==> src/core/dl_tx_pkg.sv <==
/*
 * Shared constants and types for the data link transmit mode control.
 * Assumes a 32-bit APB register port and a bit-serial link stream.
 */
package dl_tx_pkg;

	localparam logic [7:0] OFF_CONTROL = 8'h00;
	localparam logic [7:0] OFF_COUNT = 8'h04;
	localparam logic [7:0] OFF_STATUS = 8'h08;
	localparam logic [7:0] OFF_MSG_DATA = 8'h0c;

	// Field positions of datalink_tx_control.
	localparam int B_KIND = 0;
	localparam int B_APPEND = 1;
	localparam int B_IDLE = 2;
	localparam int B_ABORT = 3;
	localparam int B_ABORT_DIS = 6;
	localparam int CTRL_W = 7;
	localparam int COUNT_W = 7;

	localparam logic [CTRL_W-1:0] CTRL_RESET = 7'h00;
	localparam logic [COUNT_W-1:0] COUNT_RESET = 7'h00;

	localparam logic [7:0] FLAG_OCTET = 8'h7e;
	// A zero followed by seven ones, sent least significant bit first.
	localparam logic [7:0] ABORT_OCTET = 8'hfe;
	localparam logic [15:0] CRC_INIT = 16'hffff;
	localparam logic [15:0] CRC_POLY = 16'h8408;
	localparam logic [2:0] STUFF_RUN = 3'h5;
	localparam logic [2:0] LAST_BIT = 3'h7;

	typedef enum logic [2:0] {
		ST_FLAG = 3'b000,
		ST_DATA = 3'b001,
		ST_CRC = 3'b010,
		ST_ABORT = 3'b011,
		ST_BOS = 3'b100
	} tx_state_e;

endpackage

==> src/core/bit_stream_if.sv <==
/*
 * Valid/ready stream carrier between the transmit core and its buffer.
 * Assumes both ends share one clock.
 */
interface bit_stream_if #(parameter int WIDTH = 1);
	logic valid;
	logic ready;
	logic [WIDTH-1:0] data;
	modport src(output valid, output data, input ready);
	modport snk(input valid, input data, output ready);
endinterface

==> src/core/bit_skid_buffer.sv <==
/*
 * Two-entry buffer between the transmit core and the link.
 * Assumes the link consumer shares the clock and may stall at will.
 */
module bit_skid_buffer #(parameter int WIDTH = 1) (
	input wire logic clk,
	input wire logic rst_n,
	bit_stream_if.snk in_s,
	output logic [WIDTH-1:0] out_data,
	output logic out_valid,
	input wire logic out_ready
);

	localparam logic [1:0] CNT_FULL = 2'h2;

	logic [WIDTH-1:0] d0;
	logic [WIDTH-1:0] d1;
	logic [1:0] cnt;
	logic [WIDTH-1:0] next_d0;
	logic [WIDTH-1:0] next_d1;
	logic [1:0] next_cnt;
	logic push;
	logic pop;

	assign in_s.ready = (cnt != CNT_FULL);
	assign out_valid = (cnt != 2'h0);
	assign out_data = d0;

	always_comb begin
		push = in_s.valid & in_s.ready;
		pop = out_valid & out_ready;
		next_d0 = d0;
		next_d1 = d1;
		next_cnt = cnt;
		case ({push, pop})
			2'b10: begin
				if (cnt == 2'h0) begin
					next_d0 = in_s.data;
				end else begin
					next_d1 = in_s.data;
				end
				next_cnt = cnt + 2'h1;
			end
			2'b01: begin
				next_d0 = d1;
				next_cnt = cnt - 2'h1;
			end
			2'b11: begin
				if (cnt == 2'h1) begin
					next_d0 = in_s.data;
				end else begin
					next_d0 = d1;
					next_d1 = in_s.data;
				end
			end
			default: begin
				next_cnt = cnt;
			end
		endcase
	end

	always_ff @(posedge clk or negedge rst_n) begin
		if (!rst_n) begin
			d0 <= '0;
			d1 <= '0;
			cnt <= 2'h0;
		end else begin
			d0 <= next_d0;
			d1 <= next_d1;
			cnt <= next_cnt;
		end
	end

endmodule

==> src/core/datalink_hdlc_tx_mode_control.sv <==
/*
 * Transmit mode control for the second data link HDLC controller:
 * flag idle, message frames with check octets, repeated bit messages,
 * abort, APB register file and a two-entry output buffer.
 * Assumes an APB master on pclk and a link consumer on the same clock.
 */
// Design decisions made here: the APB interface to the registers and the register offsets.
module datalink_hdlc_tx_mode_control
	import dl_tx_pkg::*;
#(
	parameter int MSG_DEPTH = 128
) (
	input wire logic pclk,
	input wire logic presetn,
	input wire logic psel,
	input wire logic penable,
	input wire logic pwrite,
	input wire logic [7:0] paddr,
	input wire logic [31:0] pwdata,
	output logic [31:0] prdata,
	output logic pready,
	output logic pslverr,
	output logic link_bit,
	output logic link_valid,
	input wire logic link_ready
);

	////////////////////////////////////////////////////////////////////////
	logic [CTRL_W-1:0] ctrl;
	logic [COUNT_W-1:0] count;
	logic [COUNT_W-1:0] fill_ptr;
	logic tx_end_of_transfer_irq;
	logic mos_pend;
	logic bos_pend;
	logic [CTRL_W-1:0] next_ctrl;
	logic [COUNT_W-1:0] next_count;
	logic [COUNT_W-1:0] next_fill_ptr;
	logic next_eot;
	logic next_mos_pend;
	logic next_bos_pend;
	logic [31:0] next_prdata;
	logic [7:0] msg_mem [MSG_DEPTH];
	logic [7:0] word_addr;
	logic wr;
	logic hit_ctrl;
	logic hit_count;
	logic hit_status;
	logic hit_data;

	tx_state_e state;
	tx_state_e next_state;
	tx_state_e pick_state;
	logic [7:0] shreg;
	logic [7:0] next_shreg;
	logic [7:0] pick_octet;
	logic [2:0] bitcnt;
	logic [2:0] next_bitcnt;
	logic [2:0] ones;
	logic [2:0] next_ones;
	logic stuff;
	logic next_stuff;
	logic [COUNT_W-1:0] byte_idx;
	logic [COUNT_W-1:0] next_idx;
	logic [COUNT_W-1:0] reps;
	logic [COUNT_W-1:0] next_reps;
	logic crc_clear;
	logic crc_shift;
	logic [15:0] crc;
	logic [15:0] crc_upd;
	logic done_evt;
	logic clr_mos;
	logic clr_bos;
	logic accept;
	logic at_end;
	logic stuffable;
	logic eff_idle;
	logic eff_append;
	logic abrupt;

	bit_stream_if #(.WIDTH(1)) tx_s ();

	////////////////////////////////////////////////////////////////////////
	// APB slave: zero wait states, read data captured in the setup cycle.
	assign word_addr = {paddr[7:2], 2'b00};
	assign hit_ctrl = (word_addr == OFF_CONTROL);
	assign hit_count = (word_addr == OFF_COUNT);
	assign hit_status = (word_addr == OFF_STATUS);
	assign hit_data = (word_addr == OFF_MSG_DATA);
	assign wr = psel & penable & pwrite;
	assign pready = 1'b1;
	assign pslverr = psel & penable &
		~(hit_ctrl | hit_count | hit_status | hit_data);

	assign eff_idle = ctrl[B_IDLE] & ctrl[B_KIND];
	assign eff_append = ctrl[B_APPEND] & ctrl[B_KIND];

	always_comb begin
		next_ctrl = ctrl;
		next_count = count;
		next_fill_ptr = fill_ptr;
		next_prdata = prdata;
		next_mos_pend = mos_pend & ~clr_mos;
		next_bos_pend = bos_pend & ~clr_bos;
		next_eot = tx_end_of_transfer_irq;
		if (wr && hit_ctrl) begin
			next_ctrl = pwdata[CTRL_W-1:0];
			// Each write is a send request of the chosen kind.
			if (pwdata[B_KIND]) begin
				next_mos_pend = 1'b1;
			end else begin
				next_bos_pend = 1'b1;
			end
		end
		if (wr && hit_count) begin
			next_count = pwdata[COUNT_W-1:0];
			next_fill_ptr = '0;
		end
		if (wr && hit_data) begin
			next_fill_ptr = fill_ptr + 7'h01;
		end
		if (wr && hit_status && pwdata[0]) begin
			next_eot = 1'b0;
		end
		// A completion in the clearing cycle is kept.
		if (done_evt) begin
			next_eot = 1'b1;
		end
		if (psel && !penable && !pwrite) begin
			next_prdata = 32'h0;
			if (hit_ctrl) begin
				next_prdata[CTRL_W-1:0] = ctrl;
			end
			if (hit_count) begin
				next_prdata[COUNT_W-1:0] = count;
			end
			if (hit_status) begin
				next_prdata[5:0] = {state, bos_pend, mos_pend,
					tx_end_of_transfer_irq};
			end
		end
	end

	always_ff @(posedge pclk or negedge presetn) begin
		if (!presetn) begin
			ctrl <= CTRL_RESET;
			count <= COUNT_RESET;
			fill_ptr <= '0;
			prdata <= 32'h0;
			mos_pend <= 1'b0;
			bos_pend <= 1'b0;
			tx_end_of_transfer_irq <= 1'b0;
		end else begin
			ctrl <= next_ctrl;
			count <= next_count;
			fill_ptr <= next_fill_ptr;
			prdata <= next_prdata;
			mos_pend <= next_mos_pend;
			bos_pend <= next_bos_pend;
			tx_end_of_transfer_irq <= next_eot;
		end
	end

	// Message octets; octet 0 is also the bit-oriented pattern.
	always_ff @(posedge pclk) begin
		if (wr && hit_data) begin
			msg_mem[fill_ptr] <= pwdata[7:0];
		end
	end

	////////////////////////////////////////////////////////////////////////
	// Choice of the next octet when no frame is in flight.
	always_comb begin
		pick_state = ST_FLAG;
		pick_octet = FLAG_OCTET;
		if (ctrl[B_ABORT]) begin
			pick_state = ST_ABORT;
			pick_octet = ABORT_OCTET;
		end else if (bos_pend) begin
			pick_state = ST_BOS;
			pick_octet = msg_mem[0];
		end else if (mos_pend && !eff_idle && count != '0) begin
			pick_state = ST_DATA;
			pick_octet = msg_mem[0];
		end
	end

	assign tx_s.valid = 1'b1;
	assign tx_s.data = stuff ? 1'b0 : shreg[0];
	assign accept = tx_s.ready;
	assign stuffable = (state == ST_DATA) || (state == ST_CRC);
	assign at_end = accept && !stuff && bitcnt == LAST_BIT;
	assign crc_shift = accept && !stuff && state == ST_DATA;
	// The frame is aborted or cut over to a bit message rather than ending cleanly.
	assign abrupt = ctrl[B_ABORT] | bos_pend | eff_idle;

	always_comb begin
		next_state = state;
		next_shreg = shreg;
		next_bitcnt = bitcnt;
		next_ones = ones;
		next_stuff = stuff;
		next_idx = byte_idx;
		next_reps = reps;
		crc_clear = 1'b0;
		done_evt = 1'b0;
		clr_mos = 1'b0;
		clr_bos = 1'b0;
		if (accept && stuff) begin
			next_stuff = 1'b0;
			next_ones = 3'h0;
		end else if (accept) begin
			next_shreg = {1'b0, shreg[7:1]};
			next_bitcnt = bitcnt + 3'h1;
			if (stuffable && shreg[0]) begin
				next_ones = ones + 3'h1;
				next_stuff = (ones == STUFF_RUN - 3'h1);
			end else begin
				next_ones = 3'h0;
			end
		end
		if (at_end) begin
			case (state)
				ST_FLAG, ST_ABORT: begin
					next_state = pick_state;
					next_shreg = pick_octet;
				end
				ST_DATA: begin
					if (abrupt) begin
						clr_mos = 1'b1;
						if (!ctrl[B_ABORT] && !eff_idle &&
							ctrl[B_ABORT_DIS]) begin
							next_state = pick_state;
							next_shreg = pick_octet;
						end else begin
							next_state = ST_ABORT;
							next_shreg = ABORT_OCTET;
						end
					end else if (byte_idx == count) begin
						if (eff_append) begin
							next_state = ST_CRC;
							next_shreg = ~crc_upd[7:0];
							next_idx = '0;
						end else begin
							next_state = ST_FLAG;
							next_shreg = FLAG_OCTET;
							done_evt = 1'b1;
							clr_mos = 1'b1;
						end
					end else begin
						next_shreg = msg_mem[byte_idx];
						next_idx = byte_idx + 7'h01;
					end
				end
				ST_CRC: begin
					if (byte_idx == '0) begin
						next_shreg = ~crc[15:8];
						next_idx = 7'h01;
					end else begin
						next_state = ST_FLAG;
						next_shreg = FLAG_OCTET;
						done_evt = 1'b1;
						clr_mos = 1'b1;
					end
				end
				ST_BOS: begin
					if (ctrl[B_ABORT]) begin
						next_state = ST_ABORT;
						next_shreg = ABORT_OCTET;
					end else if (bos_pend) begin
						next_shreg = msg_mem[0];
						next_reps = 7'h01;
						clr_bos = 1'b1;
					end else if (mos_pend) begin
						next_state = ST_FLAG;
						next_shreg = FLAG_OCTET;
					end else if (count != '0 && reps == count) begin
						next_state = ST_FLAG;
						next_shreg = FLAG_OCTET;
						done_evt = 1'b1;
					end else begin
						next_shreg = msg_mem[0];
						next_reps = reps + 7'h01;
					end
				end
				default: begin
					next_state = ST_FLAG;
					next_shreg = FLAG_OCTET;
				end
			endcase
			if (next_state == ST_BOS && state != ST_BOS) begin
				next_reps = 7'h01;
				clr_bos = 1'b1;
			end
			if (next_state == ST_DATA && state != ST_DATA) begin
				next_idx = 7'h01;
				crc_clear = 1'b1;
			end
		end
	end

	always_ff @(posedge pclk or negedge presetn) begin
		if (!presetn) begin
			state <= ST_FLAG;
			shreg <= FLAG_OCTET;
			bitcnt <= 3'h0;
			ones <= 3'h0;
			stuff <= 1'b0;
			byte_idx <= '0;
			reps <= '0;
		end else begin
			state <= next_state;
			shreg <= next_shreg;
			bitcnt <= next_bitcnt;
			ones <= next_ones;
			stuff <= next_stuff;
			byte_idx <= next_idx;
			reps <= next_reps;
		end
	end

	hdlc_crc16 u_crc (
		.clk(pclk),
		.rst_n(presetn),
		.clear(crc_clear),
		.shift(crc_shift),
		.din(shreg[0]),
		.crc(crc),
		.crc_upd(crc_upd)
	);

	// The buffer holds its bits and stops the core through a stall of any length, so no line bit is lost.
	bit_skid_buffer #(.WIDTH(1)) u_buf (
		.clk(pclk),
		.rst_n(presetn),
		.in_s(tx_s),
		.out_data(link_bit),
		.out_valid(link_valid),
		.out_ready(link_ready)
	);
endmodule

==> src/core/hdlc_crc16.sv <==
/*
 * Bit-serial 16-bit HDLC frame check, reflected form.
 * Assumes bits are fed least significant bit first, one per shift.
 */
module hdlc_crc16
	import dl_tx_pkg::*;
(
	input wire logic clk,
	input wire logic rst_n,
	input wire logic clear,
	input wire logic shift,
	input wire logic din,
	output logic [15:0] crc,
	output logic [15:0] crc_upd
);

	logic [15:0] next_crc;

	always_comb begin
		crc_upd = crc;
		if (shift) begin
			if (crc[0] ^ din) begin
				crc_upd = {1'b0, crc[15:1]} ^ CRC_POLY;
			end else begin
				crc_upd = {1'b0, crc[15:1]};
			end
		end
		next_crc = clear ? CRC_INIT : crc_upd;
	end

	always_ff @(posedge clk or negedge rst_n) begin
		if (!rst_n) begin
			crc <= CRC_INIT;
		end else begin
			crc <= next_crc;
		end
	end

endmodule

==> config.mk <==
export PLATFORM = sky130hd
export DESIGN_NAME = datalink_hdlc_tx_mode_control
export DESIGN_NICKNAME = d
export VERILOG_FILES = /design/src/core/dl_tx_pkg.sv /design/src/core/bit_stream_if.sv /design/src/core/bit_skid_buffer.sv /design/src/core/datalink_hdlc_tx_mode_control.sv /design/src/core/hdlc_crc16.sv
export SDC_FILE = /design/constraint.sdc
export NUM_CORES = 1
export LEC_CHECK = 0
export BUFFER_PORTS_ARGS = -buffer_cell sky130_fd_sc_hd__buf_4
export CELL_PAD_IN_SITES_DETAIL_PLACEMENT = 0
export CELL_PAD_IN_SITES_GLOBAL_PLACEMENT = 2
export CORE_MARGIN = 2
export CORE_UTILIZATION = 25
export DETAILED_ROUTE_END_ITERATION = 16
export HOLD_SLACK_MARGIN = 0.03
export PLACE_DENSITY_LB_ADDON = 0.1
export REMOVE_ABC_BUFFERS = 1
export SYNTH_ARGS = -nofsm -noshare
export SYNTH_HDL_FRONTEND = slang
export SYNTH_HIERARCHICAL = 1
export SYNTH_SLANG_ARGS = --single-unit
==> constraint.sdc <==
create_clock -name pclk -period 3.7 [get_ports pclk]
set_input_delay 0.74 -clock pclk [delete_from_list [all_inputs] [get_ports pclk]]
set_output_delay 0.74 -clock pclk [all_outputs]
set_load 0.01 [all_outputs]
# Word level (Yosys, flattened, before mapping)
# Memories as Yosys holds them, arrays and structs flattened.
# Index checks and enable logic that the tools add are counted.
[word_totals]
reg_bits = 83
latch_bits = 0
mem_bits_rw = 1024
mem_bits_ro = 0
in_bits = 46
output_inout_bits = 36
elab_cells = 220
memories = 1
[memory_table]
columns = ["name", "words", "width", "read_ports", "rd_ports_with_merged_regs", "wr", "line", "rtl"]
rows = [
  ["msg_mem", 128, 8, 2, 0, 1, "datalink_hdlc_tx_mode_control.sv:42", "logic [7:0] msg_mem [MSG_DEPTH];"],
]
[classes]
n_addsub = 7
n_mul = 0
n_div = 0
order_cmp = 0
eq_ne = 30
shifts = 0
n_mux = 92
n_bitwise = 21
n_reduce_logical = 50
[ops]
columns = ["cell", "n"]
rows = [
  ["8-bit two-way mux", 15],
  ["7-bit two-way mux", 15],
  ["16-bit two-way mux", 3],
  ["3-bit two-way mux", 14],
  ["1-bit two-way mux", 35],
  ["8-bit one-hot mux with 4 select lines", 1],
  ["7-bit by 1-bit adder with 7-bit output (second input constant)", 3],
  ["2-bit nonzero test", 10],
  ["1-bit logical AND", 19],
  ["8-bit NOT", 2],
  ["7-bit == test", 2],
  ["7-bit one-hot mux with 2 select lines", 1],
  ["3-bit == test (second input constant)", 4],
  ["6-bit by 2-bit == test with 1-bit output (second input constant)", 2],
  ["3-bit one-hot mux with 4 select lines", 1],
  ["5-bit AND reduction", 2],
  ["3-bit by 1-bit != test with 1-bit output (second input constant)", 3],
  ["1-bit bitwise AND", 8],
  ["8-bit logical NOT", 1],
  ["2-bit != test (second input constant)", 4],
  ["2-bit AND reduction", 4],
  ["7-bit logical NOT", 1],
  ["7-bit nonzero test", 1],
  ["3-bit by 1-bit adder with 3-bit output (second input constant)", 2],
  ["27 further kinds", 47],
]

# Logic depth before layout (Yosys ltp)
[logic_depth]
depth_word = 19
ltp_mapped = 16
mapped_depth_nobuf = 11

# Modules after synthesis
# Netlist, hierarchy kept.
[by_module_without_submodules]
columns = ["module", "instances", "cells_per_inst", "area_each_um2", "seq_area_each_um2"]
rows = [
  ["datalink_hdlc_tx_mode_control", 1, 2421, 44182.4, 32333.5],
  ["hdlc_crc16", 1, 59, 837.1, 420.4],
  ["bit_skid_buffer", 1, 35, 342.8, 100.1],
]

# Worst setup path before layout
# OpenSTA, ideal clock, no wires.
[synth_timing]
path_kind = "input to register"
from = "input port paddr[5]"
to = "memory msg_mem[126][0] (enable)"
setup_ps = 370
arrival_time_ps = 2589
required_time_ps = 3330
slack_ps = 740
cell_stages = 8
path_buffers = 1
cell_sequence = "nor4_2 -> nand4_1 -> inv_1 -> nand3_2 -> nor2_1 -> nand3_1 -> buf_2 -> nor2_1"
[synth_via]
elab_chain_len = 4
[synth_lines]
columns = ["element", "line", "rtl"]
rows = [
  ["start, declared", "datalink_hdlc_tx_mode_control.sv:18", "input wire logic [7:0] paddr,"],
  ["6-bit by 2-bit == test with 1-bit output", "datalink_hdlc_tx_mode_control.sv:88", "assign hit_data = (word_addr == OFF_MSG_DATA);"],
  ["1-bit logical AND", "datalink_hdlc_tx_mode_control.sv:165", "if (wr && hit_data) begin"],
  ["1-bit two-way mux", "datalink_hdlc_tx_mode_control.sv:165", ""],
  ["1-bit two-way mux (not written as such)", "datalink_hdlc_tx_mode_control.sv:166", "msg_mem[fill_ptr] <= pwdata[7:0];"],
  ["end, declared", "datalink_hdlc_tx_mode_control.sv:42", ""],
]
# No other way between the ends.

# Worst setup path after layout
[layout_timing]
from = "register byte_idx[0]"
to = "register shreg[4]"
[layout_via]
elab_chain_len = 5
word_cells_on_any_way = 8
cone_classes = "eq/ne (1); mux (5); reduce/logical (1); memory (1)"
[layout_lines]
columns = ["element", "line", "rtl"]
rows = [
  ["start, declared", "datalink_hdlc_tx_mode_control.sv:62", "logic [COUNT_W-1:0] byte_idx;"],
  ["start signal, assigned", "datalink_hdlc_tx_mode_control.sv:316", "byte_idx <= next_idx;"],
  ["memory read 128 x 8 bit or 7-bit == test (tied branches)", "-", ""],
  ["8-bit two-way mux", "datalink_hdlc_tx_mode_control.sv:238", "end else if (byte_idx == count) begin"],
  ["8-bit two-way mux", "datalink_hdlc_tx_mode_control.sv:228", "if (abrupt) begin"],
  ["8-bit one-hot mux with 4 select lines *", "datalink_hdlc_tx_mode_control.sv:222", "case (state)"],
  ["8-bit two-way mux *", "datalink_hdlc_tx_mode_control.sv:221", "if (at_end) begin"],
  ["end signal, assigned", "datalink_hdlc_tx_mode_control.sv:312", "shreg <= next_shreg;"],
  ["end, declared", "datalink_hdlc_tx_mode_control.sv:53", "logic [7:0] shreg;"],
]
# Every way passes the cells marked *; elsewhere a longest branch is shown, timed or not.
# A chain may end at the register's enable or synchronous reset.

==> flow_metrics.tcl <==
set metrics [dict create \
    outcome "completed" \
    clkSinkCount 1107 \
    final.min_clock_period_ns 3.530 \
    syn-cell-area_um2 45350 \
    hold_viol 0 \
    h-tree-depth 4 \
    worst_pin_slew_ns 1.156 \
    slew_violations 0 \
    core_area_um2 180500 \
    setup_tns_ns 0 \
    gp_congestion 0.7554 \
    finalCritPeriodShare_pct 95.41 \
    grt_pass1_wl_um 198000 \
    arrival_ns 4.21 \
    grt_antenna_before_repair 7 \
    relSlewSlack_pct 22.95 \
    cts_setup_buffers 0 \
    hpwl_um 91360 \
    clkLatencyLatePin_ns 0.78 \
    yosysWarnings 6 \
    worst_hold_slack_ns 0.09573 \
    grt_usage_pct 15.24 \
    syn_area_per_cell_um2 18.05 \
    wirelength_um 140900 \
    cts_inserted_buffers 134 \
    portBuffers 29 \
    startpoint_type "register" \
    stdcell_count 5294 \
    rsz0062_at_grt "false" \
    max_stage_delay_ns 0.94 \
    worst_setup_hold_path_clk_slew_ns 0.06 \
    drc 0 \
    final_nets 2882 \
    slowest_stage "a221oi_1" \
    cp_cell_sequence "buf_12, mux4_2, mux2_2, a221oi_1, a211oi_1, a311oi_1, a22oi_1" \
    hold_buffers 0 \
    regToRegStartpoint "byte_idx[0]$_DFFE_PN0P_" \
    drive_gt1_share_pct 26.72 \
    clockBufferDepth 3 \
    setup-violations-final 0 \
    dr.pass1.iters 5 \
    min_path_type "input pin to async pin" \
    endpoint_kind "register" \
    boundaryPins 82 \
    areaGrowthSynthToFinish_pct 20.19 \
    ir_drop_mv 0.4477 \
    fin_skew_ns 0.02154 \
    start_util_pct 25.12 \
    vias 24310 \
    cts_tree "done" \
    die_h_um 429.9 \
    crit_start "byte_idx[0]$_DFFE_PN0P_" \
    first_global_vias 25610 \
    overflow 0 \
    cts_resized 0 \
    powerDensity_nw_per_um2 660.9 \
    wl_per_cell_um 26.62 \
    max_freq_ghz 0.2833 \
    drv_cap 0 \
    leakagePower_nw 17.38 \
    synth_cells 2513 \
    drtAntennaViolNets 0 \
    drt-initial-drc-count 1674 \
    critPathKind "register to register" \
    rows 156 \
    grt_max_degree 72 \
    die_w_um 429.9 \
    dieArea_um2 184800 \
    cts-root-buf "clkbuf_16" \
    crit_fanout 29 \
    cp.required_ns 4.38 \
    avgViaCountPerCell 4.593 \
    dpl.cell_count 5055 \
]
[worst max-delay path: cells and delay by family (launching register included)]
family / cells / cell delay, ns
mux: 2 / 0.87
flops: 1 / 0.58
compound gates: 4 / 1.63
buf+inv: 1 / 0.31
[routing by layer]
metal	up-vias	share of wire (%)	track usage [%]
li1	10700	-	-
met1	12930	47	21.22
met2	509	46	24.06
met3	177	4.0	2.588
met4	0	3.0	5.137
met5	-	0	0
[per-stage QoR]
step,power (mW),setup slack [ns],cell area (um^2),utilization [%]
5_1_grt,37.63,0.1167,54510,30.19
3_5_place_dp,23.27,0.2493,50090,27.74
2_1_floorplan,18.98,-6.264,44370,-
6_report,36.02,0.1698,54510,30.19
4_1_cts,36.73,0.2506,54510,30.19
3_3_place_gp,23.28,0.2141,50090,27.74
[sequential cells by signal (all words and copies together) (netlist names)]
signal / count
msg_mem: 1024
u_crc/crc: 16
shreg: 8
byte_idx: 7
count: 7
ctrl: 7
fill_ptr: 7
prdata: 7
reps: 7
bitcnt: 3
ones: 3
state: 3
u_buf/cnt: 2
bos_pend: 1
mos_pend: 1
stuff: 1
tx_end_of_transfer_irq: 1
u_buf/d1: 1
u_buf/out_data: 1
[cell type report]
class,count,area [um^2]
fillers,17640,126000
flip-flops and latches,1107,32870
multi-input cells,1236,11420
clock buffers,160,3513
well taps,2370,2965
repair buffers,313,2725
clock inverters,78,907.1
inverters,29,111.4
diodes,1,2.502
[placed cells by master (no fill, tap or decap), types with 28 or more instances in the layout]
cell type,n
dfrtp_1,56
edfxtp_1,1024
o21ai_0,49
nand2_1,120
nor2_1,183
clkbuf_16,136
mux4_2,175
mux2i_1,146
buf_4,283
a211oi_1,37
mux2_2,35
o221ai_1,48
buf_12,30
a22oi_1,28
a21oi_1,78
[where the power goes]
part | internal, mW | switching [mW] | leakage (nW) | total, mW
combinational | 3.73 | 4.72 | 5.01 | 8.44
clock | 7.87 | 5.37 | 2.14 | 13.2
sequential | 14.0 | 0.335 | 10.2 | 14.3
total | 25.6 | 10.4 | 17.4 | 36.0
[final timing paths]
kind / end / slack (ns) / cells past startpoint
worst max-delay path: shreg[4]$_DFFE_PN1P_ / 0.17 / 7
worst min-delay path: prdata[6]$_DFFE_PN0P_ / 0.1 / 1
worst max register to register: shreg[4]$_DFFE_PN1P_ / 0.17 / 7
worst min register to register: bitcnt[1]$_DFFE_PN0P_ / 0.48 / 2
max in group asynchronous: count[3]$_DFFE_PN0P_ / 2.86 / 2
min in group pclk: msg_mem[22][7]$_DFFE_PP_ / 0.37 / 1
Note: power is estimated with default switching activity, not from simulation.
